File: src/design/mmbd_pkg.sv
// Purpose: shared constants for the memory map and bank decoder
// Assumes: 8-bit data path, 14-bit program words, one core clock
// Notes: all offsets are file addresses within one bank (7 bits)
package mmbd_pkg;

    // program side
    localparam int PC_W = 13;
    localparam int PROG_AW = 10;
    localparam int LATCH_W = 5;
    localparam logic [12:0] RESET_VEC = 13'h0000;
    localparam logic [12:0] INT_VEC = 13'h0004;
    localparam logic [12:0] PC_ONE = 13'h0001;

    // data side geometry
    localparam int DW = 8;
    localparam int FILE_AW = 7;
    localparam int EFF_AW = 8;
    localparam int GPR_AW = 6;
    localparam int GPR_DEPTH = 64;
    localparam logic [6:0] SFR_LIMIT = 7'h20;
    localparam logic [6:0] GPR_BASE = 7'h20;
    localparam logic [6:0] GPR_LAST = 7'h5F;

    // core register offsets, same in both banks
    localparam logic [6:0] OFS_INDIRECT_DATA_PORT = 7'h00;
    localparam logic [6:0] OFS_PC_LOW_BYTE = 7'h02;
    localparam logic [6:0] OFS_CORE_FLAGS = 7'h03;
    localparam logic [6:0] OFS_INDIRECT_POINTER = 7'h04;
    localparam logic [6:0] OFS_PC_UPPER_LATCH = 7'h0A;
    localparam logic [6:0] OFS_INT_CONTROL = 7'h0B;

    // core flags field positions
    localparam int FLG_INDIRECT_BANK = 7;
    localparam int FLG_UPPER_BANK = 6;
    localparam int FLG_BANK_SEL = 5;
    localparam int FLG_TIMEOUT = 4;
    localparam int FLG_POWERDOWN = 3;
    localparam logic [7:0] FLG_SW_MASK = 8'hE7;
    localparam logic [7:0] FLG_ALU_MASK = 8'h07;

    // reset values
    localparam logic [7:0] CORE_FLAGS_RST = 8'h18;
    localparam logic [7:0] INDIRECT_POINTER_RST = 8'h00;
    localparam logic [4:0] PC_UPPER_LATCH_RST = 5'h00;
    localparam logic [7:0] INT_CONTROL_RST = 8'h00;
    localparam logic [7:0] ZERO_BYTE = 8'h00;

endpackage

File: src/design/mmbd_top.sv
// Purpose: program and data memory address decoding for an 8-bit core
// Assumes: the core issues at most one data access per cycle
// Notes: peripheral registers are not held here and read as zero
//
// Contract
// - Program counter is 13 bits wide, spanning 8K words of 14 bits.
// - Only program words 0000h to 03FFh exist as storage.
// - Fetches above 1K wrap onto the matching word in the first 1K.
// - Reset starts at 0000h; an interrupt loads the counter with 0004h.
// - Data memory has two banks; low 32 locations of each are special registers.
// - Addresses 20h-5Fh hit shared RAM; bank one A0h-DFh aliases it.
// - Any other data location is unimplemented and reads zero.
// - Core flags bit 5 picks bank zero or bank one for direct accesses.
// - The general-purpose register file is 64 entries of 8 bits.
// - Each entry is reachable directly and through the indirect pointer.
`timescale 1ns/1ps
module mmbd_top (
    // clock and reset
    input wire logic clk_in,
    input wire logic arst_n_in,
    input wire logic clk_en_in,
    // program counter control from the core
    input wire logic pc_step_in,
    input wire logic pc_jump_in,
    input wire logic [12:0] pc_target_in,
    input wire logic int_take_in,
    // program side outputs
    output logic [12:0] pc_out,
    output logic [9:0] prog_addr_out,
    // data access from the core
    input wire logic [6:0] dat_addr_in,
    input wire logic dat_rd_in,
    input wire logic dat_wr_in,
    input wire logic [7:0] dat_wdata_in,
    output logic [7:0] dat_rdata_out,
    output logic dat_valid_out,
    // arithmetic flag update from the core
    input wire logic alu_flags_we_in,
    input wire logic [2:0] alu_flags_in,
    // core register views
    output logic [7:0] core_flags_out,
    output logic bank_select_bit_out,
    output logic [7:0] indirect_pointer_out,
    output logic [4:0] pc_upper_latch_out,
    output logic [7:0] interrupt_control_reg_out
);

    // core registers, one physical copy each
    logic [7:0] core_flags_q;
    logic [7:0] core_flags_d;
    logic [7:0] indirect_pointer_q;
    logic [7:0] indirect_pointer_d;
    logic [4:0] pc_upper_latch_q;
    logic [4:0] pc_upper_latch_d;
    logic [7:0] interrupt_control_reg_q;
    logic [7:0] interrupt_control_reg_d;
    logic [7:0] dat_rdata_q;
    logic [7:0] dat_rdata_d;
    logic dat_valid_q;
    logic [9:0] prog_addr_q;

    // program counter value from the counter unit
    logic [12:0] pc_w;
    logic [12:0] pc_next_fetch_w;

    // address decode wires
    logic is_indirect_w;
    logic bank_w;
    logic [7:0] eff_addr_w;
    logic [6:0] ofs_w;
    logic in_sfr_w;
    logic in_gpr_w;
    logic hit_port_w;
    logic hit_pcl_w;
    logic hit_flags_w;
    logic hit_fsr_w;
    logic hit_latch_w;
    logic hit_intc_w;
    logic [5:0] gpr_addr_w;
    logic gpr_wr_w;
    logic [7:0] gpr_rdata_w;
    logic [7:0] sfr_rdata_w;
    logic pcl_wr_w;

    // direct or indirect effective address
    assign is_indirect_w = (dat_addr_in == mmbd_pkg::OFS_INDIRECT_DATA_PORT);
    assign bank_w = core_flags_q[mmbd_pkg::FLG_BANK_SEL];
    // the indirect bank bit is reserved, so the pointer alone forms the address
    assign eff_addr_w = is_indirect_w ? indirect_pointer_q : {bank_w, dat_addr_in};
    // offset within the bank; the bank bit is dropped, so both banks decode alike
    assign ofs_w = eff_addr_w[6:0];

    // region decode
    assign in_sfr_w = (ofs_w < mmbd_pkg::SFR_LIMIT);
    assign in_gpr_w = (ofs_w >= mmbd_pkg::GPR_BASE) && (ofs_w <= mmbd_pkg::GPR_LAST);

    // core register hits, same offset in either bank
    assign hit_port_w = (ofs_w == mmbd_pkg::OFS_INDIRECT_DATA_PORT);
    assign hit_pcl_w = (ofs_w == mmbd_pkg::OFS_PC_LOW_BYTE);
    assign hit_flags_w = (ofs_w == mmbd_pkg::OFS_CORE_FLAGS);
    assign hit_fsr_w = (ofs_w == mmbd_pkg::OFS_INDIRECT_POINTER);
    assign hit_latch_w = (ofs_w == mmbd_pkg::OFS_PC_UPPER_LATCH);
    assign hit_intc_w = (ofs_w == mmbd_pkg::OFS_INT_CONTROL);

    // shared RAM index: both banks fold onto the same 64 entries
    assign gpr_addr_w = 6'(ofs_w - mmbd_pkg::GPR_BASE);
    assign gpr_wr_w = dat_wr_in && in_gpr_w;
    assign pcl_wr_w = dat_wr_in && hit_pcl_w;

    // special register read mux, the port and all others read zero
    assign sfr_rdata_w = hit_pcl_w ? pc_w[7:0] :
                         hit_flags_w ? core_flags_q :
                         hit_fsr_w ? indirect_pointer_q :
                         hit_latch_w ? {3'h0, pc_upper_latch_q} :
                         hit_intc_w ? interrupt_control_reg_q :
                         mmbd_pkg::ZERO_BYTE;

    // read data selection by region
    assign dat_rdata_d = in_gpr_w ? gpr_rdata_w :
                         in_sfr_w ? sfr_rdata_w :
                         mmbd_pkg::ZERO_BYTE;

    // core flags: software writes only the writable bits, arithmetic update wins
    always_comb begin
        core_flags_d = core_flags_q;
        if (dat_wr_in && hit_flags_w) begin
            core_flags_d = (core_flags_q & ~mmbd_pkg::FLG_SW_MASK)
                         | (dat_wdata_in & mmbd_pkg::FLG_SW_MASK);
        end
        if (alu_flags_we_in) begin
            core_flags_d = (core_flags_d & ~mmbd_pkg::FLG_ALU_MASK) | {5'h00, alu_flags_in};
        end
    end

    // pointer, latch and interrupt control writes
    assign indirect_pointer_d = (dat_wr_in && hit_fsr_w) ? dat_wdata_in : indirect_pointer_q;
    assign pc_upper_latch_d = (dat_wr_in && hit_latch_w) ? dat_wdata_in[4:0] : pc_upper_latch_q;
    assign interrupt_control_reg_d = (dat_wr_in && hit_intc_w) ? dat_wdata_in
                                                               : interrupt_control_reg_q;

    // fetch address follows the counter value it will hold next
    assign pc_next_fetch_w = int_take_in ? mmbd_pkg::INT_VEC :
                             pcl_wr_w ? {pc_upper_latch_q, dat_wdata_in} :
                             pc_jump_in ? pc_target_in :
                             pc_step_in ? (pc_w + mmbd_pkg::PC_ONE) : pc_w;

    // core register state
    always_ff @(posedge clk_in or negedge arst_n_in) begin
        if (!arst_n_in) begin
            core_flags_q <= mmbd_pkg::CORE_FLAGS_RST;
            indirect_pointer_q <= mmbd_pkg::INDIRECT_POINTER_RST;
            pc_upper_latch_q <= mmbd_pkg::PC_UPPER_LATCH_RST;
            interrupt_control_reg_q <= mmbd_pkg::INT_CONTROL_RST;
        end else if (clk_en_in) begin
            core_flags_q <= core_flags_d;
            indirect_pointer_q <= indirect_pointer_d;
            pc_upper_latch_q <= pc_upper_latch_d;
            interrupt_control_reg_q <= interrupt_control_reg_d;
        end
    end

    // registered read data, valid one cycle after a read
    always_ff @(posedge clk_in or negedge arst_n_in) begin
        if (!arst_n_in) begin
            dat_rdata_q <= mmbd_pkg::ZERO_BYTE;
            dat_valid_q <= 1'b0;
        end else if (clk_en_in) begin
            dat_valid_q <= dat_rd_in;
            if (dat_rd_in) begin
                dat_rdata_q <= dat_rdata_d;
            end
        end
    end

    // program storage address, upper counter bits are dropped
    always_ff @(posedge clk_in or negedge arst_n_in) begin
        if (!arst_n_in) begin
            prog_addr_q <= mmbd_pkg::RESET_VEC[9:0];
        end else if (clk_en_in) begin
            prog_addr_q <= pc_next_fetch_w[9:0];
        end
    end

    // program counter
    mmbd_pc_unit u_pc (
        .clk_in(clk_in),
        .arst_n_in(arst_n_in),
        .clk_en_in(clk_en_in),
        .int_take_in(int_take_in),
        .low_wr_in(pcl_wr_w),
        .low_data_in(dat_wdata_in),
        .latch_in(pc_upper_latch_q),
        .jump_in(pc_jump_in),
        .target_in(pc_target_in),
        .step_in(pc_step_in),
        .pc_out(pc_w)
    );

    // shared general-purpose RAM
    mmbd_gpr_ram u_gpr (
        .clk_in(clk_in),
        .clk_en_in(clk_en_in),
        .addr_in(gpr_addr_w),
        .wr_in(gpr_wr_w),
        .wdata_in(dat_wdata_in),
        .rdata_out(gpr_rdata_w)
    );

    // outputs, all from flip-flops
    assign pc_out = pc_w;
    assign prog_addr_out = prog_addr_q;
    assign dat_rdata_out = dat_rdata_q;
    assign dat_valid_out = dat_valid_q;
    assign core_flags_out = core_flags_q;
    assign bank_select_bit_out = core_flags_q[mmbd_pkg::FLG_BANK_SEL];
    assign indirect_pointer_out = indirect_pointer_q;
    assign pc_upper_latch_out = pc_upper_latch_q;
    assign interrupt_control_reg_out = interrupt_control_reg_q;

endmodule

File: src/design/mmbd_gpr_ram.sv
// Purpose: shared general-purpose register file, 64 entries of 8 bits
// Assumes: one access per cycle, write is clocked, read is combinational
// Notes: storage has no reset; contents are unknown after power-up
`timescale 1ns/1ps
module mmbd_gpr_ram (
    // clock
    input wire logic clk_in,
    input wire logic clk_en_in,
    // access port
    input wire logic [5:0] addr_in,
    input wire logic wr_in,
    input wire logic [7:0] wdata_in,
    output logic [7:0] rdata_out
);

    logic [7:0] mem_q [mmbd_pkg::GPR_DEPTH];

    // one storage cell per entry, written only when enabled
    always_ff @(posedge clk_in) begin
        if (clk_en_in && wr_in) begin
            mem_q[addr_in] <= wdata_in;
        end
    end

    // read path feeds the registered read data in the top
    assign rdata_out = mem_q[addr_in];

endmodule

File: src/design/mmbd_pc_unit.sv
// Purpose: 13-bit program counter with reset and interrupt vectors, wrapping at 8K
// Assumes: at most one of the load sources wins per cycle, by priority
// Notes: priority is interrupt, then low-byte write, then jump, then step
`timescale 1ns/1ps
module mmbd_pc_unit (
    // clock and reset
    input wire logic clk_in,
    input wire logic arst_n_in,
    input wire logic clk_en_in,
    // load sources
    input wire logic int_take_in,
    input wire logic low_wr_in,
    input wire logic [7:0] low_data_in,
    input wire logic [4:0] latch_in,
    input wire logic jump_in,
    input wire logic [12:0] target_in,
    input wire logic step_in,
    // counter
    output logic [12:0] pc_out
);

    logic [12:0] pc_q;
    logic [12:0] pc_d;

    // next value selection
    always_comb begin
        pc_d = pc_q;
        if (int_take_in) begin
            pc_d = mmbd_pkg::INT_VEC;
        end else if (low_wr_in) begin
            pc_d = {latch_in, low_data_in};
        end else if (jump_in) begin
            pc_d = target_in;
        end else if (step_in) begin
            pc_d = pc_q + mmbd_pkg::PC_ONE;
        end
    end

    // counter register, starts at the reset vector
    always_ff @(posedge clk_in or negedge arst_n_in) begin
        if (!arst_n_in) begin
            pc_q <= mmbd_pkg::RESET_VEC;
        end else if (clk_en_in) begin
            pc_q <= pc_d;
        end
    end

    assign pc_out = pc_q;

endmodule

File: config.mk
export PLATFORM = sky130hd
export DESIGN_NAME = mmbd_top
export DESIGN_NICKNAME = d
export VERILOG_FILES = /design/src/design/mmbd_pkg.sv /design/src/design/mmbd_top.sv /design/src/design/mmbd_gpr_ram.sv /design/src/design/mmbd_pc_unit.sv
export SDC_FILE = /design/constraint.sdc
export NUM_CORES = 1
export LEC_CHECK = 0
export ABC_AREA = 1
export BUFFER_PORTS_ARGS = -buffer_cell sky130_fd_sc_hd__buf_2
export CAP_MARGIN = 40
export CORE_AREA = 2 2 319 321
export CTS_CLUSTER_DIAMETER = 40
export DETAILED_ROUTE_END_ITERATION = 10
export DIE_AREA = 0 0 321 323
export SLEW_MARGIN = 30
export SYNTH_ARGS = -nofsm -noshare
export SYNTH_HDL_FRONTEND = slang
export SYNTH_SLANG_ARGS = --single-unit
export TNS_END_PERCENT = 10
File: constraint.sdc
create_clock -name clk_in -period 3.8 [get_ports clk_in]
set_input_delay 0.38 -clock clk_in [delete_from_list [all_inputs] [get_ports clk_in]]
set_output_delay 0.38 -clock clk_in [all_outputs]
set_load 0.03 [all_outputs]
Word level (Yosys, flattened, before mapping)
Memory sizes are Yosys's and may differ from the RTL's.
Index checks and enable logic that the tools add are counted.
{"block": "op_classes", "addsub": 2, "n_bitwise": 2, "order_cmp": 3, "reduce_logical": 17, "n_mux": 16, "n_eq_ne": 5}
{"cell": "2-to-1 mux 8 bit", "count": 9}
{"cell": "2-to-1 mux 13 bit", "count": 4}
{"cell": "equality test 7 x 2 -> 1 bit, second input constant", "count": 2}
{"cell": "equality test 7 x 4 -> 1 bit, second input constant", "count": 2}
{"cell": "adder 13 x 1 -> 13 bit, second input constant", "count": 1}
{"cell": "AND reduction 2 bit", "count": 6}
{"cell": "logical AND 1 bit", "count": 8}
{"cell": "OR 5 x 8 -> 8 bit", "count": 1}
{"cell": "OR 8 x 3 -> 8 bit", "count": 1}
{"cell": "equality test 7 x 3 -> 1 bit, second input constant", "count": 1}
{"cell": ">= comparator 7 x 6 -> 1 bit, second input constant", "count": 1}
{"cell": "less-or-equal comparator 7 bit, second input constant", "count": 1}
{"cell": "zero test 7 bit", "count": 1}
{"cell": "less-than comparator 7 x 6 -> 1 bit, second input constant", "count": 1}
{"cell": "2-to-1 mux 7 bit", "count": 1}
{"cell": "subtractor 6 bit, second input constant", "count": 1}
{"cell": "nonzero test 4 bit", "count": 1}
{"cell": "2-to-1 mux 1 bit", "count": 2}
{"cell": "nonzero test 2 bit", "count": 1}
{"block": "totals", "elab_cells": 55, "mem_count": 1, "out_inout_bits": 62, "ramBits": 512, "ff_bits": 51, "in_bits": 40}
{"name": "u_gpr.mem_q", "depth": 64, "width": 8, "read_ports": 1, "rd_clocked_by_memory_dff": 0, "write_ports": 1, "line": "mmbd_gpr_ram.sv:16", "text": "logic [7:0] mem_q [mmbd_pkg::GPR_DEPTH];"}

Longest topological paths before layout
{"block": "logic_depth", "word_depth": 10, "ltp_mapped": 18, "ltp_nobuf": 15}

Modules after synthesis
A second synthesis with hierarchy kept.
{"block": "unflattened", "cells_unflattened": 2752, "hier_area_um2": 25913.6}
{"module": "mmbd_gpr_ram", "area_each_um2": 21852.2, "n_inst": 1, "seq_area_each_um2": 15374.7, "cells_per_inst": 2159}
{"module": "mmbd_top", "area_each_um2": 2981.6, "n_inst": 1, "seq_area_each_um2": 1151.1, "cells_per_inst": 423}
{"module": "mmbd_pc_unit", "area_each_um2": 1079.8, "n_inst": 1, "seq_area_each_um2": 325.3, "cells_per_inst": 170}

Worst setup path before layout
No wires, ideal clock.
{"block": "synth_path", "path_kind": "input port to flip-flop", "start": "input dat_addr_in[1]", "end": "memory u_gpr.mem_q[12][0] (enable)", "required_ns": 3.429, "path_buffers": 2, "setup_slack_ns": 1.131, "setup_time_ns": 0.371, "arrival_ns": 2.298, "path_stages": 9, "cell_sequence": "inv_2 -> nand2_1 -> nor2_4 -> nand2_4 -> o21ai_1 -> buf_2 -> buf_1 -> nand4_1 -> nor2_1"}
{"block": "synth_via", "elab_chain_len": 8, "elab_cells_between_ends": 10, "cone_classes": "add/sub: 1; order compare: 2; mux: 3; reduce/logical: 4"}
{"element": "start: declaration", "line": "mmbd_top.sv:31", "text": "input wire logic [6:0] dat_addr_in,"}
{"element": "zero test 7 bit", "line": "mmbd_top.sv:86", "text": "assign is_indirect_w = (dat_addr_in == mmbd_pkg::OFS_INDIRECT_DATA_PORT);"}
{"element": "2-to-1 mux 7 bit *", "line": "mmbd_top.sv:89", "text": "assign eff_addr_w = is_indirect_w ? indirect_pointer_q : {bank_w, dat_addr_in};"}
{"element": ">= comparator 7 x 6 -> 1 bit or less-or-equal comparator 7 bit (tied branches)", "line": "mmbd_top.sv:95", "text": "assign in_gpr_w = (ofs_w >= mmbd_pkg::GPR_BASE) && (ofs_w <= mmbd_pkg::GPR_LAST);"}
{"element": "logical AND 1 bit", "line": "mmbd_top.sv:95"}
{"element": "logical AND 1 bit", "line": "mmbd_top.sv:107", "text": "assign gpr_wr_w = dat_wr_in && in_gpr_w;"}
{"element": "logical AND 1 bit", "line": "mmbd_gpr_ram.sv:20", "text": "if (clk_en_in && wr_in) begin"}
{"element": "2-to-1 mux 1 bit", "line": "mmbd_gpr_ram.sv:20"}
{"element": "2-to-1 mux 1 bit (not written as such)", "line": "mmbd_gpr_ram.sv:21", "text": "mem_q[addr_in] <= wdata_in;"}
{"element": "end: declaration", "line": "mmbd_gpr_ram.sv:16"}
Every way passes the cells marked *; elsewhere a longest branch is shown, timed or not.

Final worst setup path
{"block": "layout_path", "start": "register indirect_pointer_q[0], in the netlist indirect_pointer_out[0]", "end": "memory u_gpr.mem_q[10][3] (enable)"}
{"block": "layout_via", "elab_chain_len": 7, "elab_cells_between_ends": 9, "cone_classes": "add/sub: 1; order compare: 2; mux: 3; reduce/logical: 3"}
{"element": "start: declaration", "line": "mmbd_top.sv:51", "text": "logic [7:0] indirect_pointer_q;"}
{"element": "start signal: assignment", "line": "mmbd_top.sv:151", "text": "indirect_pointer_q <= mmbd_pkg::INDIRECT_POINTER_RST;"}
{"element": "start signal: assignment", "line": "mmbd_top.sv:156", "text": "indirect_pointer_q <= indirect_pointer_d;"}
{"element": "2-to-1 mux 7 bit *", "line": "mmbd_top.sv:89"}
{"element": ">= comparator 7 x 6 -> 1 bit or less-or-equal comparator 7 bit (tied branches)", "line": "mmbd_top.sv:95"}
{"element": "logical AND 1 bit", "line": "mmbd_top.sv:95"}
{"element": "logical AND 1 bit", "line": "mmbd_top.sv:107"}
{"element": "logical AND 1 bit", "line": "mmbd_gpr_ram.sv:20"}
{"element": "2-to-1 mux 1 bit", "line": "mmbd_gpr_ram.sv:20"}
{"element": "2-to-1 mux 1 bit (not written as such)", "line": "mmbd_gpr_ram.sv:21"}
Marks and branches as above.

==> results.txt <==
- The flow ran to the end, and the final reports show no timing, DRC or antenna violations.
* Number of remaining DRC errors: 0
- Synth Warn #: 0
- Number of antenna violations at the first check in global routing: 1
- For this configuration, the core starts out at a cell density of 24.8%.
- Sum of internal, switching and leakage power: 0.0155 W
- Global-route usage over all layers: 13.6%
* TritonCTS Buffers: 78
- Period minus WS final: 2.80 ns
* Core Footprint: 0.101 mm²
* Static power due to leakage: 12.3 nW
- After detailed routing, the number of vias per cell comes to 4.56.
* Post-synthesis average cell area: 10.0 µm²
- CTS tree: done
- Max Fanout on Critical Path: 59
- Max-cap violations in this run came to 0.
- The longest clock path from root to sink contains 3 buffers.
* Sequential element share of the synthesized area: 66.5%
* Final hold violation count: 0
- The die is 321 µm wide.
- Largest net degree at the start of global routing: 127
- 102 I/O pins were placed.
* Global-route wire length before repair: 109000 µm
- Final WS setup: 0.997 ns
- Overall die height: 323 µm
- Measured on the finished design, the core utilization comes to 29.9%.
* Number of cell instances on the worst register-to-register path: 10
- Maximum cell stage delay along the critical path: 0.46 ns
* Footprint of the multi-input gates: 0.00690 mm²
- Violation count after the first detailed-route iteration: 1976
- STA classifies the critical path startpoint as a register.
- Count of cells resized by post-cts repair: 0
- Pwr dens: 513 mW/mm²
* WP data required: 4.11 ns
* Count of fill cells added during filler insertion: 10300
- The most used flip-flop cell after synthesis is sky130_fd_sc_hd__edfxtp_1.
- Sink Count: 561
- Slew of the pin with the lowest slew margin: 0.846 ns
- Unrepaired setup endpoints after global routing: no
- Clock network latency to the later pin of the worst-skew pair: 0.62 ns
- Sink of the worst hold path: core_flags_out[2]$_DFFE_PN0P_
* Worst-path cell with the longest stage delay: sky130_fd_sc_hd__dfrtp_1
* Asr flop ratio synth: 8.73%
- Routability-driven placement finished with a final weighted congestion of 0.874.
- Of the available clock period, the critical path in the final layout requires 73.8%.
* Worst rel slew slack: 43.6%
* Number of endpoints failing setup at the final stage: 0
* Antenna Cells: 0
* Worst reg2reg path startpoint: indirect_pointer_out[0]$_DFFE_PN0P_
- Total standard cell area after synthesis: 0.0250 mm²
* Final Max Tran Viols: 0
- In this run the top signal layer used is met4.
- The worst setup path is captured at a register.
* Total routed wire length on the met1 layer: 29800 µm
* Via Count: 18200
- In this run the remaining antenna-violating nets after routing total 0.
- Number of distinct library cells after synthesis: 37
- In this run the number of H-tree levels came out at 3.
- Total Routed Length: 71800 µm
- Yosys mapped a number of flops with a built-in enable equal to 512.
* Clock slew at the register clock pins of the worst setup and hold paths: 0.05 ns
- In the final timing run, aggregate negative setup slack is 0 ns.
- Summing all flip-flop and latch instances after layout gives 0.0166 mm².
- Net total in the final layout: 2666
- Based on the critical path, the design can be clocked at up to 0.357 GHz.
- Layout cells sized above 1: 12.9%
- Post-CTS timing repair inserted 0 buffers for setup.
- Buffers added on ports: 99
* Routed wire per std cell: 18.0 µm
* Critical path data arrival time: 3.11 ns
- WL met2: 35200 µm
- Vias in the first global route: 17700
- Cell chosen for the clock root: sky130_fd_sc_hd__clkbuf_16
* Layout Area Growth over Synthesis: 20.8%
* Peak ir drop on the vdd network: 315 µV
- Clock skew on the completed layout was measured at 0.0252 ns.
- Synthesis inferred 561 register bits.
- Iteration count of the initial detailed-routing pass: 6
- At the placement stage, the worst setup path has a slack of 0.486 ns.
- The worst hold path begins at alu_flags_in[2].
- Cell count after synthesis: 2487
- The critical path is of the register to register type.
* Amount of wire on met3 after detailed routing: 4810 µm
- Counting instances, the worst hold path has a depth of 3.
- Most prevalent standard cell on the critical path: sky130_fd_sc_hd__buf_4
- Dpl hpwl: 45200 µm
- Worst path cell trace: nand3_4 > nand2_8 > buf_12 > nor2_8 > nand2_2 > inv_1 > nand2_1 > buf_4 > nor3_1 > buf_4
- Kind of path behind the tightest hold check: input pin to register
- The floorplan step defined a die boundary enclosing 0.104 mm².
* Register-to-Register Setup Slack: 1.0 ns
- Endpoint of the worst-slack reg-to-reg timing path: u_gpr.mem_q[10][3]$_DFFE_PP_
* Total congestion overflow after global routing: 0
- Number of rows in the core area: 117
## power by group
| part | total (W) | switching, W | internal [W] |
|---|---|---|---|
| clock network | 0.00750 | 0.00282 | 0.00468 |
| logic | 0.00113 | 0.000835 | 0.000291 |
| registers | 0.00685 | 0.0000581 | 0.00679 |
| total | 0.0155 | 0.00371 | 0.0118 |
## cell usage after synthesis, types with 5 or more instances
master                     instances  area (µm²)
sky130_fd_sc_hd__nand2_1         877        3290
sky130_fd_sc_hd__edfxtp_1        512       15400
sky130_fd_sc_hd__nand3_1         375        1880
sky130_fd_sc_hd__inv_1           233         875
sky130_fd_sc_hd__nor2_1          111         417
sky130_fd_sc_hd__clkbuf_1         52         195
sky130_fd_sc_hd__dfrtp_1          49        1230
sky130_fd_sc_hd__o21ai_0          47         235
sky130_fd_sc_hd__buf_2            45         225
sky130_fd_sc_hd__nand3b_1         39         293
sky130_fd_sc_hd__a21oi_1          24         120
sky130_fd_sc_hd__buf_1            22        82.6
sky130_fd_sc_hd__buf_4            14         105
sky130_fd_sc_hd__nor3_1           12        60.1
sky130_fd_sc_hd__nand4_1          11        68.8
sky130_fd_sc_hd__o211ai_1         11        82.6
sky130_fd_sc_hd__o21ai_1           8        40.0
sky130_fd_sc_hd__o22ai_1           7        43.8
sky130_fd_sc_hd__xor2_1            6        52.6
sky130_fd_sc_hd__nand2_4           5        56.3
## worst max-delay path by stage
stage	cells past startpoint	startpoint	endpoint
3_3_place_gp	14	dat_addr_in[2]	u_gpr.mem_q[13][5]$_DFFE_PP_
5_1_grt	10	indirect_pointer_out[5]$_DFFE_PN0P_	u_gpr.mem_q[13][2]$_DFFE_PP_
4_1_cts	10	indirect_pointer_out[0]$_DFFE_PN0P_	u_gpr.mem_q[10][7]$_DFFE_PP_
3_5_place_dp	14	dat_addr_in[2]	u_gpr.mem_q[13][6]$_DFFE_PP_
6_report	10	indirect_pointer_out[0]$_DFFE_PN0P_	u_gpr.mem_q[10][3]$_DFFE_PP_
2_1_floorplan	9	dat_addr_in[1]	u_gpr.mem_q[12][0]$_DFFE_PP_
## repair_timing
item,in CTS,in global routing
hold endpoints to repair,16,0
endpoints found under the setup margin,0,0
hold buffers,1,0
## layout by cell type (no fill, tap or decap), types with 8 or more instances in the layout
| master | instances |
|---|---|
| sky130_fd_sc_hd__a21oi_1 | 24 |
| sky130_fd_sc_hd__buf_12 | 15 |
| sky130_fd_sc_hd__buf_2 | 99 |
| sky130_fd_sc_hd__buf_4 | 75 |
| sky130_fd_sc_hd__bufinv_16 | 10 |
| sky130_fd_sc_hd__clkbuf_16 | 82 |
| sky130_fd_sc_hd__clkinv_1 | 8 |
| sky130_fd_sc_hd__clkinv_2 | 10 |
| sky130_fd_sc_hd__clkinvlp_4 | 9 |
| sky130_fd_sc_hd__dfrtp_1 | 49 |
| sky130_fd_sc_hd__edfxtp_1 | 512 |
| sky130_fd_sc_hd__inv_1 | 232 |
| sky130_fd_sc_hd__inv_6 | 9 |
| sky130_fd_sc_hd__nand2_1 | 876 |
| sky130_fd_sc_hd__nand3_1 | 374 |
| sky130_fd_sc_hd__nand3b_1 | 39 |
| sky130_fd_sc_hd__nand4_1 | 11 |
| sky130_fd_sc_hd__nor2_1 | 111 |
| sky130_fd_sc_hd__nor3_1 | 12 |
| sky130_fd_sc_hd__o211ai_1 | 11 |
| sky130_fd_sc_hd__o21ai_0 | 47 |
## worst max-delay path: cells and delay by family, from the launching register on
family | cells | cell delay [ns]
and+or+nand+nor | 6 | 1.23
DFF | 1 | 0.46
buffers and inverters | 4 | 0.78
## routing by layer
layer | track usage, % | up-vias
met5 | 0 | -
met4 | 4.94 | 0
met3 | 2.07 | 104
met2 | 22.9 | 740
met1 | 17.7 | 8804
li1 | - | 8575
## kinds of logic after synthesis
logic type / after synthesis / share of synthesized area (%)
XOR/XNOR: 7 / 0.246
AND/OR/NAND/NOR: 1440 / 24.7
buffers and inverters: 371 / 6.05
flip-flops: 561 / 66.5
adder cells (fa/ha/maj): 1 / 0.0501
AO/OA/AOI/OAI: 106 / 2.38
other: 1 / 0.0150
## metrics by stage
stage | cell area (µm²) | hold WS (ns) | cells
after floorplan | 25000 | 0.0844 | 2488
after global routing | 30100 | 0.0526 | 3997
after detailed placement | 27400 | 0.367 | 3853
after CTS | 30100 | 0.0346 | 3997
after global placement | 27300 | 0.504 | 3850
final | 30100 | 0.0594 | 3997
## final cells by class
cell class	instances	share of cell area [%]
flip-flops and latches	561	55.1
inverters	237	2.96
repair buffers	191	4.63
clock inverters	57	2.14
well taps	1309	5.43
multi-input cells	1556	22.9
clock buffers	86	6.89
## flip-flops by register name, indices dropped and copies added, names as in the netlist
signal                     count
u_gpr.mem_q                  512
prog_addr_out                 10
dat_rdata_out                  8
indirect_pointer_out           8
interrupt_control_reg_out      8
core_flags_out                 6
pc_upper_latch_out             5
u_pc.pc_out                    3
dat_valid_out                  1
No activity file was read; power rests on OpenSTA's default activity.
